<file path="config.mk">
export PLATFORM = sky130hd
export DESIGN_NAME = ulf_uart
export DESIGN_NICKNAME = d
export VERILOG_FILES = /design/src/ulf_pkg.sv /design/src/ulf_uart.sv
export SDC_FILE = /design/constraint.sdc
export NUM_CORES = 1
export LEC_CHECK = 0
export ABC_CLOCK_PERIOD_IN_PS = 4600
export BUFFER_PORTS_ARGS = -buffer_cell sky130_fd_sc_hd__buf_2
export CAP_MARGIN = 10
export CORE_MARGIN = 8
export CORE_UTILIZATION = 58
export DETAILED_ROUTE_END_ITERATION = 10
export GPL_TIMING_DRIVEN = 0
export PLACE_DENSITY_LB_ADDON = 0.08
export REMOVE_ABC_BUFFERS = 1
export SYNTH_ARGS = -nofsm -noshare
export SYNTH_HDL_FRONTEND = slang
export SYNTH_SLANG_ARGS = --single-unit
export TNS_END_PERCENT = 50
</file>
<file path="constraint.sdc">
create_clock -name ref_clk -period 4.6 [get_ports ref_clk]
set_clock_uncertainty 0.05 [all_clocks]
set_input_delay 0.23 -clock ref_clk [delete_from_list [all_inputs] [get_ports ref_clk]]
set_output_delay 0.23 -clock ref_clk [all_outputs]
set_load 0.1 [all_outputs]
</file>
<file path="src/ulf_pkg.sv">
package ulf_pkg;

    // clocking and bit timing
    localparam int         CLK_HZ       = 250_000_000;
    localparam int         BAUD_HZ      = 115_200;
    localparam int         BIT_CLKS     = CLK_HZ / BAUD_HZ;
    localparam int         HALF_CLKS    = BIT_CLKS / 2;
    localparam logic [11:0] BIT_LAST    = 12'(BIT_CLKS - 1);
    localparam logic [11:0] HALF_LAST   = 12'(HALF_CLKS - 1);
    localparam logic [5:0] TOUT_CHARS   = 6'h04;

    // register offsets on the 3-bit address port
    localparam logic [2:0] OFS_DATA       = 3'h0;
    localparam logic [2:0] OFS_FIFO_CTRL  = 3'h1;
    localparam logic [2:0] OFS_LINE_CTRL  = 3'h2;
    localparam logic [2:0] OFS_FLOW_CTRL  = 3'h3;
    localparam logic [2:0] OFS_STATUS     = 3'h4;
    localparam logic [2:0] OFS_INT_STATUS = 3'h5;
    localparam logic [2:0] OFS_INT_MASK   = 3'h6;

    // fifo_control fields
    localparam int FCR_TRIG_HI  = 7;
    localparam int FCR_TRIG_LO  = 6;
    localparam int FCR_TX_FLUSH = 2;
    localparam int FCR_RX_FLUSH = 1;
    localparam int FCR_QUEUE_EN = 0;

    // line_control fields
    localparam int LCR_SPARE    = 7;
    localparam int LCR_BREAK    = 6;
    localparam int LCR_PAR_HI   = 5;
    localparam int LCR_PAR_LO   = 4;
    localparam int LCR_PAR_EN   = 3;
    localparam int LCR_STOP2    = 2;
    localparam int LCR_LEN_HI   = 1;
    localparam int LCR_LEN_LO   = 0;

    // interrupt status / mask bits
    localparam int INT_RX_AVAIL = 0;
    localparam int INT_RX_TOUT  = 1;
    localparam int INT_RX_ERR   = 2;

    // reset values and sizes
    localparam logic [7:0] REG8_RESET  = 8'h00;
    localparam logic [3:0] QUEUE_DEPTH = 4'h8;
    localparam logic [3:0] SINGLE_SLOT = 4'h1;

    typedef enum logic [2:0] {
        TX_IDLE = 3'b000, TX_START = 3'b001, TX_DATA = 3'b010,
        TX_PAR  = 3'b011, TX_STOP  = 3'b100
    } ulf_tx_state_type;

    typedef enum logic [2:0] {
        RX_IDLE = 3'b000, RX_START = 3'b001, RX_DATA = 3'b010,
        RX_PAR  = 3'b011, RX_STOP  = 3'b100
    } ulf_rx_state_type;

    // receive threshold for a trigger code
    function automatic logic [3:0] ulf_trig_level(input logic [1:0] code);
        case (code)
            2'b00:   ulf_trig_level = 4'h1;
            2'b01:   ulf_trig_level = 4'h2;
            2'b10:   ulf_trig_level = 4'h4;
            default: ulf_trig_level = 4'h7;
        endcase
    endfunction

    // parity bit over the used data bits; format only counts when enabled
    function automatic logic ulf_parity(input logic [7:0] data, input logic [1:0] len,
                                        input logic [1:0] fmt);
        logic [7:0] used;
        used = data & (8'hFF >> (3'h3 - {1'b0, len}));
        case (fmt)
            2'b00:   ulf_parity = ~(^used);
            2'b01:   ulf_parity = ^used;
            2'b10:   ulf_parity = 1'b1;
            default: ulf_parity = 1'b0;
        endcase
    endfunction

    // bits per character: start, data, parity, stops
    function automatic logic [5:0] ulf_char_bits(input logic [7:0] lcr);
        // start, five data bits and the first stop always count
        ulf_char_bits = 6'h07 + {4'h0, lcr[LCR_LEN_HI:LCR_LEN_LO]}
                      + {5'h00, lcr[LCR_PAR_EN]} + {5'h00, lcr[LCR_STOP2]};
    endfunction

endpackage

</file>
<file path="src/ulf_uart.sv">
// Behaviour
// - The trigger field picks a receive threshold of 1, 2, 4 or 7 bytes and resets to 00.
// - Reaching the threshold raises the data-available interrupt and, under flow control, drops RTS.
// - Writing the transmit flush bit empties the transmit queue but not the shifter, self-clearing.
// - Writing the receive flush bit empties the receive queue but not the shifter, self-clearing.
// - Queue enable gives eight bytes per direction, otherwise one byte with a one-byte trigger.
// - Line control bit 7 is a spare storage bit, reset to zero, with no effect on the line.
// - While force break is set the transmit line is held at space, and clearing it resumes.
// - Parity format selects odd, even, constant one or constant zero, used only with parity on.
// - Parity enable appends a parity bit on transmit and checks it on receive.
// - The stop setting sends one stop bit at zero and two stop bits at one.
// - The length field selects 5, 6, 7 or 8 data bits and resets to 00.
// - Under flow control RTS drops at the trigger level and comes back when the queue is empty.
// - More than four idle character periods with data waiting raise a timeout, cleared by a read.
// - A parity mismatch travels with its character and is reported when that character is read.
//
// Decided for this implementation: the address-and-strobe port and the register offsets.
`timescale 1ns/100ps

module ulf_uart (
    input  wire logic       ref_clk,
    input  wire logic       rst_n,
    input  wire logic [2:0] addr,
    input  wire logic [7:0] wr_data,
    input  wire logic       wr_en,
    input  wire logic       rd_en,
    output logic      [7:0] rd_data,
    input  wire logic       rxd,
    output logic            txd,
    output logic            rts_n,
    output logic            irq
);
    import ulf_pkg::*;

    ////////////////////////////////////////////////////////////////////////////////
    // register state
    logic [1:0]       rx_trigger_level_q;
    logic             queue_enable_q;
    logic [7:0]       line_ctrl_q;
    logic             auto_flow_q;
    logic [2:0]       int_stat_q;
    logic [2:0]       int_mask_q;
    logic [7:0]       rd_data_q;
    logic             par_err_q;
    logic             frm_err_q;
    logic             txd_q;
    logic             rts_n_q;
    logic             irq_q;

    // address decode
    wire logic wr_data_reg = wr_en && (addr == OFS_DATA);
    wire logic wr_fifo_reg = wr_en && (addr == OFS_FIFO_CTRL);
    wire logic wr_line_reg = wr_en && (addr == OFS_LINE_CTRL);
    wire logic wr_flow_reg = wr_en && (addr == OFS_FLOW_CTRL);
    wire logic wr_mask_reg = wr_en && (addr == OFS_INT_MASK);
    wire logic rd_data_reg = rd_en && (addr == OFS_DATA);
    wire logic rd_istat    = rd_en && (addr == OFS_INT_STATUS);

    // line format fields
    wire logic [1:0] char_length   = line_ctrl_q[LCR_LEN_HI:LCR_LEN_LO];
    wire logic [1:0] parity_format = line_ctrl_q[LCR_PAR_HI:LCR_PAR_LO];
    wire logic       parity_enable = line_ctrl_q[LCR_PAR_EN];
    wire logic       two_stop_bits = line_ctrl_q[LCR_STOP2];
    wire logic       force_break   = line_ctrl_q[LCR_BREAK];
    wire logic [2:0] last_bit      = 3'h4 + {1'b0, char_length};

    wire logic [3:0] capacity  = queue_enable_q ? QUEUE_DEPTH : SINGLE_SLOT;
    wire logic [3:0] threshold = queue_enable_q ? ulf_trig_level(rx_trigger_level_q)
                                                : SINGLE_SLOT;

    // changing the mode empties both queues so stale depth never lingers
    wire logic mode_change = wr_fifo_reg && (wr_data[FCR_QUEUE_EN] != queue_enable_q);
    wire logic tx_flush    = (wr_fifo_reg && wr_data[FCR_TX_FLUSH]) || mode_change;
    wire logic rx_flush    = (wr_fifo_reg && wr_data[FCR_RX_FLUSH]) || mode_change;

    // control registers; flush bits are never stored, so they read as zero
    always_ff @(posedge ref_clk) begin
        if (!rst_n) begin
            rx_trigger_level_q <= REG8_RESET[1:0];
            queue_enable_q     <= 1'b0;
            line_ctrl_q        <= REG8_RESET;
            auto_flow_q        <= 1'b0;
            int_mask_q         <= REG8_RESET[2:0];
        end else begin
            if (wr_fifo_reg) begin
                rx_trigger_level_q <= wr_data[FCR_TRIG_HI:FCR_TRIG_LO];
                queue_enable_q     <= wr_data[FCR_QUEUE_EN];
            end
            if (wr_line_reg) line_ctrl_q <= wr_data;
            if (wr_flow_reg) auto_flow_q <= wr_data[0];
            if (wr_mask_reg) int_mask_q  <= wr_data[2:0];
        end
    end

    ////////////////////////////////////////////////////////////////////////////////
    // transmit queue
    logic [7:0]       tx_mem [0:7];
    logic [2:0]       tx_wp_q;
    logic [2:0]       tx_rp_q;
    logic [3:0]       tx_cnt_q;
    ulf_tx_state_type tx_st_q;
    logic [11:0]      tx_baud_q;
    logic [2:0]       tx_bit_q;
    logic [7:0]       tx_shift_reg_q;
    logic             tx_par_q;
    logic             tx_stop2_q;

    wire logic tx_push = wr_data_reg && (tx_cnt_q < capacity);
    wire logic tx_pop  = (tx_st_q == TX_IDLE) && (tx_cnt_q != 4'h0);
    wire logic tx_tick = (tx_baud_q == BIT_LAST);

    always_ff @(posedge ref_clk) begin
        if (tx_push) tx_mem[tx_wp_q] <= wr_data;
    end

    // a flush drops queued bytes only; the shifter finishes its character
    always_ff @(posedge ref_clk) begin
        if (!rst_n || tx_flush) begin
            tx_wp_q  <= 3'h0;
            tx_rp_q  <= 3'h0;
            tx_cnt_q <= 4'h0;
        end else begin
            tx_wp_q  <= tx_wp_q + {2'h0, tx_push};
            tx_rp_q  <= tx_rp_q + {2'h0, tx_pop};
            tx_cnt_q <= tx_cnt_q + {3'h0, tx_push} - {3'h0, tx_pop};
        end
    end

    always_ff @(posedge ref_clk) begin
        if (!rst_n) begin
            tx_st_q        <= TX_IDLE;
            tx_baud_q      <= 12'h000;
            tx_bit_q       <= 3'h0;
            tx_shift_reg_q <= 8'h00;
            tx_par_q       <= 1'b0;
            tx_stop2_q     <= 1'b0;
        end else begin
            tx_baud_q <= (tx_tick || tx_st_q == TX_IDLE) ? 12'h000 : tx_baud_q + 12'h001;
            case (tx_st_q)
                TX_IDLE: begin
                    if (tx_pop) begin
                        tx_shift_reg_q <= tx_mem[tx_rp_q];
                        tx_par_q       <= ulf_parity(tx_mem[tx_rp_q], char_length,
                                                     parity_format);
                        tx_st_q        <= TX_START;
                    end
                end
                TX_START: begin
                    if (tx_tick) begin
                        tx_bit_q <= 3'h0;
                        tx_st_q  <= TX_DATA;
                    end
                end
                TX_DATA: begin
                    if (tx_tick && tx_bit_q == last_bit) begin
                        tx_stop2_q <= 1'b0;
                        tx_st_q    <= parity_enable ? TX_PAR : TX_STOP;
                    end else if (tx_tick) begin
                        tx_bit_q <= tx_bit_q + 3'h1;
                    end
                end
                TX_PAR: begin
                    if (tx_tick) tx_st_q <= TX_STOP;
                end
                TX_STOP: begin
                    if (tx_tick && two_stop_bits && !tx_stop2_q) begin
                        tx_stop2_q <= 1'b1;
                    end else if (tx_tick) begin
                        tx_st_q <= TX_IDLE;
                    end
                end
                default: tx_st_q <= TX_IDLE;
            endcase
        end
    end

    // line level per state, idle high
    wire logic tx_level = (tx_st_q == TX_START) ? 1'b0 :
                          (tx_st_q == TX_DATA)  ? tx_shift_reg_q[tx_bit_q] :
                          (tx_st_q == TX_PAR)   ? tx_par_q : 1'b1;

    always_ff @(posedge ref_clk) begin
        if (!rst_n) txd_q <= 1'b1;
        else        txd_q <= force_break ? 1'b0 : tx_level;
    end

    ////////////////////////////////////////////////////////////////////////////////
    // receive path: entries hold {frame error, parity error, data}
    logic [9:0]       rx_mem [0:7];
    logic [2:0]       rx_wp_q;
    logic [2:0]       rx_rp_q;
    logic [3:0]       rx_cnt_q;
    ulf_rx_state_type rx_st_q;
    logic [11:0]      rx_baud_q;
    logic [2:0]       rx_bit_q;
    logic [7:0]       rx_shift_reg_q;
    logic             rx_perr_q;

    wire logic rx_tick  = (rx_baud_q == BIT_LAST);
    wire logic rx_half  = (rx_baud_q == HALF_LAST);
    wire logic rx_ferr  = ~rxd;
    // a full queue drops the new character rather than overwrite older data
    wire logic rx_push  = (rx_st_q == RX_STOP) && rx_tick && (rx_cnt_q < capacity);
    wire logic rx_pop   = rd_data_reg && (rx_cnt_q != 4'h0);
    wire logic [3:0] rx_cnt_d = rx_cnt_q + {3'h0, rx_push} - {3'h0, rx_pop};

    always_ff @(posedge ref_clk) begin
        if (rx_push) rx_mem[rx_wp_q] <= {rx_ferr, rx_perr_q, rx_shift_reg_q};
    end

    always_ff @(posedge ref_clk) begin
        if (!rst_n || rx_flush) begin
            rx_wp_q  <= 3'h0;
            rx_rp_q  <= 3'h0;
            rx_cnt_q <= 4'h0;
        end else begin
            rx_wp_q  <= rx_wp_q + {2'h0, rx_push};
            rx_rp_q  <= rx_rp_q + {2'h0, rx_pop};
            rx_cnt_q <= rx_cnt_d;
        end
    end

    always_ff @(posedge ref_clk) begin
        if (!rst_n) begin
            rx_st_q        <= RX_IDLE;
            rx_baud_q      <= 12'h000;
            rx_bit_q       <= 3'h0;
            rx_shift_reg_q <= 8'h00;
            rx_perr_q      <= 1'b0;
        end else begin
            rx_baud_q <= (rx_st_q == RX_IDLE || rx_tick || (rx_st_q == RX_START && rx_half))
                       ? 12'h000 : rx_baud_q + 12'h001;
            case (rx_st_q)
                RX_IDLE: begin
                    if (!rxd) rx_st_q <= RX_START;
                end
                RX_START: begin
                    // a glitch shorter than half a bit is not a start
                    if (rx_half) begin
                        rx_st_q        <= rxd ? RX_IDLE : RX_DATA;
                        rx_bit_q       <= 3'h0;
                        rx_shift_reg_q <= 8'h00;
                        rx_perr_q      <= 1'b0;
                    end
                end
                RX_DATA: begin
                    if (rx_tick) begin
                        rx_shift_reg_q[rx_bit_q] <= rxd;
                        rx_bit_q <= rx_bit_q + 3'h1;
                        if (rx_bit_q == last_bit) begin
                            rx_st_q <= parity_enable ? RX_PAR : RX_STOP;
                        end
                    end
                end
                RX_PAR: begin
                    if (rx_tick) begin
                        rx_perr_q <= rxd != ulf_parity(rx_shift_reg_q, char_length,
                                                       parity_format);
                        rx_st_q   <= RX_STOP;
                    end
                end
                RX_STOP: begin
                    if (rx_tick) rx_st_q <= RX_IDLE;
                end
                default: rx_st_q <= RX_IDLE;
            endcase
        end
    end

    ////////////////////////////////////////////////////////////////////////////////
    // timeout: count idle bit periods while data waits
    logic [11:0] tout_baud_q;
    logic [5:0]  tout_bits_q;

    wire logic       tout_tick  = (tout_baud_q == BIT_LAST);
    wire logic [5:0] tout_limit = 6'(TOUT_CHARS * ulf_char_bits(line_ctrl_q));
    wire logic       tout_hold  = rx_push || rx_pop || (rx_cnt_q == 4'h0) || (rx_st_q != RX_IDLE);
    wire logic       tout_evt   = tout_tick && !tout_hold && (tout_bits_q == tout_limit);

    always_ff @(posedge ref_clk) begin
        if (!rst_n) begin
            tout_baud_q <= 12'h000;
            tout_bits_q <= 6'h00;
        end else begin
            tout_baud_q <= (tout_tick || tout_hold) ? 12'h000 : tout_baud_q + 12'h001;
            if (tout_hold)                                tout_bits_q <= 6'h00;
            else if (tout_tick && tout_bits_q <= tout_limit) tout_bits_q <= tout_bits_q + 6'h01;
        end
    end

    ////////////////////////////////////////////////////////////////////////////////
    // interrupt events; a set in the clearing cycle wins
    // threshold crossing event
    wire logic avail_evt = (rx_cnt_d >= threshold) && (rx_cnt_q < threshold) && !rx_flush;
    wire logic err_evt   = rx_push && (rx_ferr || rx_perr_q);
    wire logic [2:0] int_set = {err_evt, tout_evt, avail_evt};
    wire logic [2:0] int_clr = rd_istat ? 3'h7 : {1'b0, rx_pop, 1'b0};

    always_ff @(posedge ref_clk) begin
        if (!rst_n) begin
            int_stat_q <= 3'h0;
            irq_q      <= 1'b0;
        end else begin
            int_stat_q <= (int_stat_q & ~int_clr) | int_set;
            irq_q      <= |(int_stat_q & int_mask_q);
        end
    end

    always_ff @(posedge ref_clk) begin
        if (!rst_n)                     rts_n_q <= 1'b0;
        else if (!auto_flow_q)          rts_n_q <= 1'b0;
        else if (rx_cnt_q >= threshold) rts_n_q <= 1'b1;
        else if (rx_cnt_q == 4'h0)      rts_n_q <= 1'b0;
    end

    ////////////////////////////////////////////////////////////////////////////////
    // read path, data one cycle after the strobe
    wire logic [9:0] rx_head     = (rx_cnt_q != 4'h0) ? rx_mem[rx_rp_q] : 10'h000;
    wire logic       tx_all_idle = (tx_cnt_q == 4'h0) && (tx_st_q == TX_IDLE);
    wire logic [7:0] rd_mux =
        (addr == OFS_DATA)       ? rx_head[7:0] :
        (addr == OFS_FIFO_CTRL)  ? {rx_trigger_level_q, 5'h00, queue_enable_q} :
        (addr == OFS_LINE_CTRL)  ? line_ctrl_q :
        (addr == OFS_FLOW_CTRL)  ? {7'h00, auto_flow_q} :
        (addr == OFS_STATUS)     ? {rx_cnt_q, tx_all_idle, tx_cnt_q == 4'h0, frm_err_q,
                                    par_err_q} :
        (addr == OFS_INT_STATUS) ? {5'h00, int_stat_q} :
        (addr == OFS_INT_MASK)   ? {5'h00, int_mask_q} : 8'h00;

    always_ff @(posedge ref_clk) begin
        if (!rst_n) begin
            rd_data_q <= 8'h00;
            par_err_q <= 1'b0;
            frm_err_q <= 1'b0;
        end else begin
            rd_data_q <= rd_en ? rd_mux : 8'h00;
            if (rx_pop) begin
                par_err_q <= rx_head[8];
                frm_err_q <= rx_head[9];
            end
        end
    end

    assign rd_data = rd_data_q;
    assign txd     = txd_q;
    assign rts_n   = rts_n_q;
    assign irq     = irq_q;

endmodule // ulf_uart

</file>
## Yosys cells after proc, flatten, opt, wreduce, memory -nomap -nowiden

Memory sizes are Yosys's and may differ from the RTL's. A register that Yosys moved wholly into a read port is not among the register bits.
Index checks and enable logic that the tools add are counted.

- Order comparisons: 9
- Eq/ne operators: 42
- Reductions and logical operators: 74
- Shift-type cells: 1
- Div/mod/pow operators: 0
- Bitwise logic cells: 10
- Multipliers: 0
- Add/sub/neg operators: 19
- Mux-type cells: 65

Operator list:

| operator | number |
|---|---|
| 3-bit 2-to-1 mux | 22 |
| 8-bit 2-to-1 mux | 7 |
| 12-bit by 1-bit adder with 12-bit output, second input constant | 3 |
| 12-bit equality test, second input constant | 3 |
| 2-bit inequality test, second input constant | 15 |
| 3-bit case mux with 5 select lines | 2 |
| 1-bit logical AND | 27 |
| 1-bit 2-to-1 mux | 19 |
| 3-bit by 2-bit equality test with 1-bit output, second input constant | 6 |
| 4-bit by 1-bit adder with 4-bit output | 4 |
| 8-bit bitwise AND | 2 |
| 8-bit case mux with 2 select lines | 1 |
| 8-bit parity | 2 |
| 3-bit equality test, second input constant | 5 |
| 3-bit by 1-bit adder with 3-bit output | 4 |
| 12-bit by 11-bit equality test with 1-bit output, second input constant | 1 |
| 1-bit logical OR | 12 |
| 4-bit < comparator | 3 |
| 3-bit case mux with 2 select lines | 2 |
| 6-bit AND reduction | 2 |
| 10-bit 2-to-1 mux | 1 |
| 2-bit nonzero test | 5 |
| 3-bit by 1-bit equality test with 1-bit output, second input constant | 3 |
| 3-bit zero test | 3 |
| 38 further kinds | 66 |

- Bits in writable memories: 144
- Bits in registers: 124
- Memory bits (read-only): 0
- Latch bits: 0
- Memories kept: 2
- Word-level logic and storage cells: 253

Memories:

| memory | words | width | rd ports | clocked after memory_dff | wr ports | RTL line | RTL |
|---|---|---|---|---|---|---|---|
| rx_mem | 8 | 10 | 1 | 1 | 1 | ulf_uart.sv:189 | `logic [9:0] rx_mem [0:7];` |
| tx_mem | 8 | 8 | 1 | 1 | 1 | ulf_uart.sv:97 | `logic [7:0] tx_mem [0:7];` |

## Longest topological paths before layout

Gate-level depths: netlist of run 1.

- Depth after elaboration: 12
- Gate-level depth with buffers: 14
- Depth with buffers taken out: 13

## Least setup slack after synthesis of run 1

Ideal clock, no wire load.

- Path type: register -> register
- From: register line_ctrl_q[0]
- To: register tout_bits_q[5]
- Arrival: 3.429 ns
- Cell stages (with the launch flop): 15
- Slack: 1.047 ns
- Period minus slack after synthesis: 3.553 ns
- Buffers on the path: 1
- Path through: dfxtp_1 > clkbuf_1 > inv_1 > ha_1 > inv_1 > ha_1 > fa_1 > xor2_1 > ha_1 > and3_1 > a221o_1 > a21oi_1 > nand4_1 > or3_1 > a21oi_1

- Longest elaborated chain between the ends: 5

Ends and longest elaborated chain:

| item | RTL line | RTL |
|---|---|---|
| start, declared | ulf_uart.sv:39 | `logic [7:0] line_ctrl_q;` |
| start signal, assigned | ulf_uart.sv:89 | `if (wr_line_reg) line_ctrl_q <= wr_data;` |
| 3-bit by 2-bit adder with 4-bit output | ulf_pkg.sv:84 | `ulf_char_bits = 6'h07 + {4'h0, lcr[LCR_LEN_HI:LCR_LEN_LO]}` |
| 4-bit by 1-bit adder with 4-bit output (2 in a row) | ulf_pkg.sv:85 | `+ {5'h00, lcr[LCR_PAR_EN]} + {5'h00, lcr[LCR_STOP2]};` |
| 6-bit less-or-equal comparator | ulf_uart.sv:287 | `else if (tout_tick && tout_bits_q <= tout_limit) tout_bits_q <= tout_bits_q + 6'h01;` |
| 1-bit logical AND | ulf_uart.sv:287 |  |
| end signal, assigned | ulf_uart.sv:287 |  |
| end, declared | ulf_uart.sv:273 | `logic [5:0] tout_bits_q;` |

No other way between the ends.
A chain may end at the register's enable or synchronous reset.

## Worst setup path in the final report of run 1

Same ends and word-level chain as after synthesis.

==> metrics.md, run 1 <==
| Metric | Value |
|---|---|
| Clock slew at reported path FFs | `60 ps` |
| WP data arrival | `4450 ps` |
| Fin crit share | `0.878` |
| Final Max Slew Viols | `0` |
| First-pass GRT wire length | `40,100 um` |
| Syn Area/Cell | `12.3 um2` |
| Peak supply drop | `342 uV` |
| Crit end category | `flop` |
| Area of the multi-input gates | `4860 um2` |
| GP Congestion | `0.819` |
| Tot GR Track Use | `0.194` |
| Fin. Hold Viols | `0` |
| Post-DR vias/cell | `5.81` |
| Number of nets in the layout | `1,065` |
| Synth Flop Type | `edfxtp_1` |
| Max clock buf depth | `3` |
| Row Count | `52` |
| Hold path start | `wr_data[2]` |
| Routed WL | `24,700 um` |
| Layout cells sized above 1 | `0.121` |
| Top post-synthesis cells by area | `edfxtp_1 (36%), dfxtp_1 (21%), mux4_2 (7.1%)` |
| Clock Latency Late Sink | `530 ps` |
| Router iterations before antenna repair | `5` |
| Root Driver | `clkbuf_16` |
| Clock power share | `0.407` |
| Vias | `7,488` |
| Tot Pwr | `0.00614 W` |
| Starting density of the core | `0.593` |
| Worst setup SP type | `flop` |
| Max reg flops | `80` |
| Rel. slew slack | `0.195` |
| Pint | `0.00462 W` |
| Sequential Area | `6810 um2` |
| # diodes | `0` |
| Post-synth ARST share | `0` |
| DR iter-0 viols | `493` |
| Top-area cell type share of the netlist area | `0.361` |
| Total negative slack | `0 ps` |
| Largest net degree at the start of global routing | `81` |
| Tightest Pin Transition | `1200 ps` |
| Grt ovf | `0` |
| Outcome | `finished, final reports clean` |
| Yosys synthesis warning count | `0` |
| Synth Instances | `973` |
| Switching Share | `0.249` |
| Port bufs | `26` |
| Biggest regs | `rx_mem: 80 flops, tx_mem: 64 flops` |
| DR WL/cell | `19.1 um` |
| Seq/Total Area, Yosys | `0.568` |
| Die footprint | `25,500 um2` |
| Initial antenna violation count | `1` |
| Htree depth | `1` |
| Unrepaired setup endpoints after global routing | `no` |
| Filler Cell Count | `1,511` |
| Pwr Density | `457 nW/um2` |
| Die W | `160 um` |
| Sw Pwr | `0.00153 W` |
| Die Ht | `160 um` |
| LEAKAGE | `4.76 nW` |
| Hold Path Class | `in2reg` |
| Yosys top cell by area | `edfxtp_1` |
| Cts bufs inserted | `28` |
| Maximum clock rate | `248 MHz` |
| Vias in the first global route | `7,390` |
| Post-synth EDFFs | `144` |
| Core area | `20,200 um2` |
| Remaining antenna violation count | `0` |
| Layout area overhead | `12.1%` |
| Synth unique cells | `66` |
| CP startpoint | `line_ctrl_q[0]` |
| CTS tree | `done` |
| Worst r2r src | `line_ctrl_q[0]` |
| Sequential fraction of design power | `0.447` |
| Flop and latch count out of synthesis | `268` |
| Dpl hpwl | `16,000 um` |
| Worst-path fanout max | `9` |
| Largest Register | `rx_mem` |
| Cell Area, Synth | `12,000 um2` |
| # DRC | `0` |
| Top Ports | `27` |
| Maxcap violations | `0` |
| Crit path time final | `4040 ps` |
| PostCTS Resize Cnt | `0` |
| Clock sinks | `268` |
| Crit path required time | `5010 ps` |
| Combinational share of power | `0.146` |
| Critical path type | `reg2reg` |
| Final setup viols | `0` |
## cell usage after synthesis (7+ instances only)
cell and number:
mux2i_1 31, a21boi_1 10, o21ai_1 7, and3_1 28, edfxtp_1 144, dfxtp_1 124, xor2_1 29, a21oi_1 18
nand2b_1 14, mux4_2 38, nand3_1 28, o211a_1 9, ha_1 48, o21ai_0 16, xnor2_1 34, nor2_1 93
nor3_1 17, nand4_1 12, nor2b_1 36, inv_1 36, a22oi_1 7, nand2_1 60, clkbuf_1 37, a211oi_1 8
or3_1 9
## critical path, cell delays in order (launching register included)
cell	delay [ps]
dfxtp_1	680
inv_1	200
ha_1	320
inv_1	40
ha_1	190
fa_1	370
xor2_1	160
ha_1	320
and3_1	160
a221o_1	340
a21oi_1	390
nand4_1	230
or3_1	380
a21oi_1	130
## power by group through the flow
stage	registers [W]	logic [W]	clock network [W]
final	0.00274	0.000899	0.00250
after detailed placement	0.00280	0.000888	0
after CTS	0.00275	0.000896	0.00255
after global placement	0.00279	0.000868	0
after floorplan	0.00278	0.000666	0
after global routing	0.00276	0.00102	0.00264
## through the flow
stage	hold slack, ps	instances	utilization	instance area, um2	setup slack (ps)
2_1_floorplan	251	930	-	11800	1170
3_3_place_gp	401	1226	0.607	12300	599
3_5_place_dp	411	1230	0.609	12300	584
4_1_cts	7.20	1287	0.663	13400	570
5_1_grt	9.11	1289	0.664	13400	225
6_report	25.0	1289	0.664	13400	562
## timing repair
action | CTS | global route
endpoints found under the setup margin | 0 | 0
hold buffers | 6 | 0
buffers inserted | 0 | 0
endpoints found under the hold margin | 44 | 0
## placed cells by master, fill, tap and decap left out, types with 31 or more instances in the layout
cell type  instances
nor2_1            93
mux4_2            38
xnor2_1           34
nand2_1           60
mux2i_1           31
dfxtp_1          123
nor2b_1           36
inv_1             36
edfxtp_1         144
ha_1              48
## final cells by class
class | instances | share of cell area
clock buffers | 33 | 0.0551
clock inverters | 18 | 0.0219
inverters | 39 | 0.0109
multi-input cells | 623 | 0.362
flip-flops and latches | 268 | 0.506
well taps | 270 | 0.0251
repair buffers | 38 | 0.0188
## kinds of logic (layout without fill, tap and decap cells)
group,after synthesis,after routing,synth area share
flip-flops,268,268,0.568
multiplexers,72,72,0.101
buffers and inverters,82,128,0.0274
adder cells (fa/ha/maj),51,51,0.0551
AND/OR/NAND/NOR,321,321,0.134
XOR/XNOR,64,64,0.0479
AO/OA/AOI/OAI,115,115,0.0666
## final timing paths
path                                       end  slack (ps)  cells after the start
worst min-delay path              tx_mem[0][2]          30                      1
worst max register to register  tout_bits_q[5]         560                     13
worst max-delay path            tout_bits_q[5]         560                     13
worst min register to register    tx_baud_q[0]         420                      1
## per-layer routing
metal / vias up / GRT usage / part of all wire
met2: 160 / 0.320 / 0.47
met1: 3678 / 0.258 / 0.44
met3: 51 / 0.0360 / 0.052
li1: 3597 / - / -
met4: 2 / 0.0548 / 0.028
met5: - / 0 / 0.00053
(Power assumes the default switching activity.)
==> inputs of run 2 (changes only) <==
--- a/config.mk
+++ b/config.mk
@@ -8,8 +8,9 @@
 export ABC_CLOCK_PERIOD_IN_PS = 4600
 export BUFFER_PORTS_ARGS = -buffer_cell sky130_fd_sc_hd__buf_2
 export CAP_MARGIN = 10
-export CORE_MARGIN = 8
-export CORE_UTILIZATION = 58
+export CELL_PAD_IN_SITES_DETAIL_PLACEMENT = 1
+export CELL_PAD_IN_SITES_GLOBAL_PLACEMENT = 2
+export CORE_UTILIZATION = 44
 export DETAILED_ROUTE_END_ITERATION = 10
 export GPL_TIMING_DRIVEN = 0
 export PLACE_DENSITY_LB_ADDON = 0.08
==> run 2 against run 1 <==
Die area grew 9.3%. Utilization shrank 16 points. Sequential cell count is the same. Sequential share of layout area is essentially flat. Critical endpoint unchanged. Clock-buffer cell count grew 6. Maximum frequency grew 0.52%. First-iteration DRC count shrank 19%. Via count shrank 1.1%.
==> metrics.md, run 2 (same netlist as run 1, synthesis figures left out) <==
| Metric | Value |
|---|---|
| Die W | `167 um` |
| Final setup viols | `0` |
| Clock Latency Late Sink | `560 ps` |
| Remaining antenna violation count | `0` |
| Layout cells sized above 1 | `0.120` |
| Crit path top cell by count | `ha_1` |
| Maximum clock rate | `249 MHz` |
| Hold path start | `wr_data[6]` |
| Worst path slowest cell | `dfxtp_1` |
| Router iterations before antenna repair | `4` |
| Top Ports | `27` |
| Worst R2R End | `tout_bits_q[5]` |
| Layout area overhead | `12.1%` |
| # DRC | `0` |
| Grt ovf | `0` |
| Worst setup SP type | `flop` |
| Row Count | `60` |
| Final Max Slew Viols | `0` |
| Max reg flops | `80` |
| Worst-path fanout max | `6` |
| Critical path type | `reg2reg` |
| Peak supply drop | `317 uV` |
| Die footprint | `27,900 um2` |
| Crit path time final | `4020 ps` |
| Cts bufs inserted | `30` |
| Worst hold stages | `1` |
| CP Cell Sequence | `inv_1, ha_1, inv_1, ha_1, fa_1, xor2_1, ha_1, and3_1, a221o_1, a21oi_1, nand4_1, or3_1, a21oi_1` |
| Fin Hold WS | `33.4 ps` |
| First-pass GRT wire length | `44,100 um` |
| Htree depth | `1` |
| Fin cells | `1,363` |
| Largest stage delay, worst path | `510 ps` |
| Total negative slack | `0 ps` |
| Vias | `7,406` |
| Outcome | `finished, final reports clean` |
| DR WL/cell | `20.3 um` |
| Biggest regs | `rx_mem: 80 flops, tx_mem: 64 flops` |
| CTS tree | `done` |
| DR iter-0 viols | `398` |
| Number of nets in the layout | `1,066` |
| Max clock buf depth | `3` |
| Pwr Density | `443 nW/um2` |
| Largest Register | `rx_mem` |
| Clock slew at reported path FFs | `60 ps` |
| Crit path required time | `5020 ps` |
| Dpl hpwl | `18,900 um` |
| Root Driver | `clkbuf_16` |
| Crit end category | `flop` |
| Tot GR Track Use | `0.205` |
| Hold Path Class | `in2reg` |
| Worst r2r src | `line_ctrl_q[3]` |
| Worst reg-to-reg path cell count | `13` |
| Vias in the first global route | `7,708` |
| Fin crit share | `0.873` |
| Post-DR vias/cell | `5.43` |
| PostCTS Resize Cnt | `0` |
| # diodes | `0` |
| Maxcap violations | `0` |
| Min-Delay Endpoint | `tx_mem[6][6]` |
| Unrepaired setup endpoints after global routing | `no` |
| GP Congestion | `0.744` |
| Clock sinks | `268` |
| Port bufs | `26` |
| CP startpoint | `line_ctrl_q[3]` |
| Fin. Hold Viols | `0` |
| Placed Cells | `1,300` |
| Initial antenna violation count | `0` |
| Largest net degree at the start of global routing | `49` |
| Tightest Pin Transition | `1160 ps` |
| Starting density of the core | `0.446` |
| Rel. slew slack | `0.223` |
| R2r setup slk | `580 ps` |
| Most common cell after layout, fill and taps aside | `edfxtp_1` |
| WP data arrival | `4440 ps` |
| Tot Pwr | `0.00595 W` |
| Die Ht | `167 um` |
| Most frequent cells in the layout | `edfxtp_1 (144), dfxtp_1 (123), nor2_1 (93)` |
| Routed WL | `27,700 um` |
| LEAKAGE | `4.72 nW` |
| Core area | `26,900 um2` |
## run 2: changes by cell type in the layout (fill, tap and decap cells not counted), sizes merged
| cell | change |
|---|---|
| buf | -2 |
| bufinv | -7 |
| clkbuf | +6 |
| clkinv | +4 |
| clkinvlp | +1 |
| dlygate4sd3 | +1 |
## run 2: worst max path at each step
| stage | end | slack, ps | cells after the start |
|---|---|---|---|
| after detailed placement | tout_bits_q[5] | 550 | 13 |
| after CTS | tout_bits_q[5] | 550 | 13 |
| after global routing | tout_bits_q[5] | 360 | 13 |
| final | tout_bits_q[5] | 580 | 13 |
| after floorplan | tout_bits_q[5] | 1170 | 13 |
| after global placement | rx_mem[0][2] | 570 | 6 |
## run 2: area by class of cell
class,instances,area [um2]
clock inverters,16,121
inverters,39,146
multi-input cells,623,4870
repair buffers,37,250
well taps,341,427
flip-flops and latches,268,6810
clock buffers,39,816
fillers,2754,13400
## run 2: what timing repair did
action | 4_1_cts | 5_1_grt
hold buffers | 7 | 0
buffers inserted | 0 | 0
endpoints found under the hold margin | 56 | 0
setup endpoints to repair | 0 | 0
## run 2: layer usage
| layer | GRT usage | up-vias | routed length [um] |
|---|---|---|---|
| li1 | - | 3595 | - |
| met1 | 0.284 | 3698 | 13100 |
| met2 | 0.343 | 86 | 13300 |
| met3 | 0.0318 | 27 | 1070 |
| met4 | 0.0350 | 0 | 316 |
| met5 | 0 | - | 0 |
## run 2: metrics by stage
| stage | instance area (um2) | util | setup slack, ps |
|---|---|---|---|
| finish | 13400 | 0.500 | 583 |
| global route | 13400 | 0.500 | 360 |
| CTS | 13400 | 0.500 | 546 |
| detailed placement | 12400 | 0.462 | 552 |
| global placement | 12400 | 0.460 | 573 |
| floorplan | 11800 | - | 1170 |
## run 2: power by group
group / switching, W / internal (W) / total, W
sequential: 0.000146 / 0.00260 / 0.00275
combinational: 0.000506 / 0.000424 / 0.000930
clock: 0.000974 / 0.00130 / 0.00228
total: 0.00163 / 0.00433 / 0.00595
## run 2: critical path: cells and delay by family (launching register included)
family          cells  cell delay [ps]
xor+xnor            1              150
simple gates        3              840
fa+ha+maj           4             1220
buf+inv             2              250
flops               1              510
compound gates      3              900
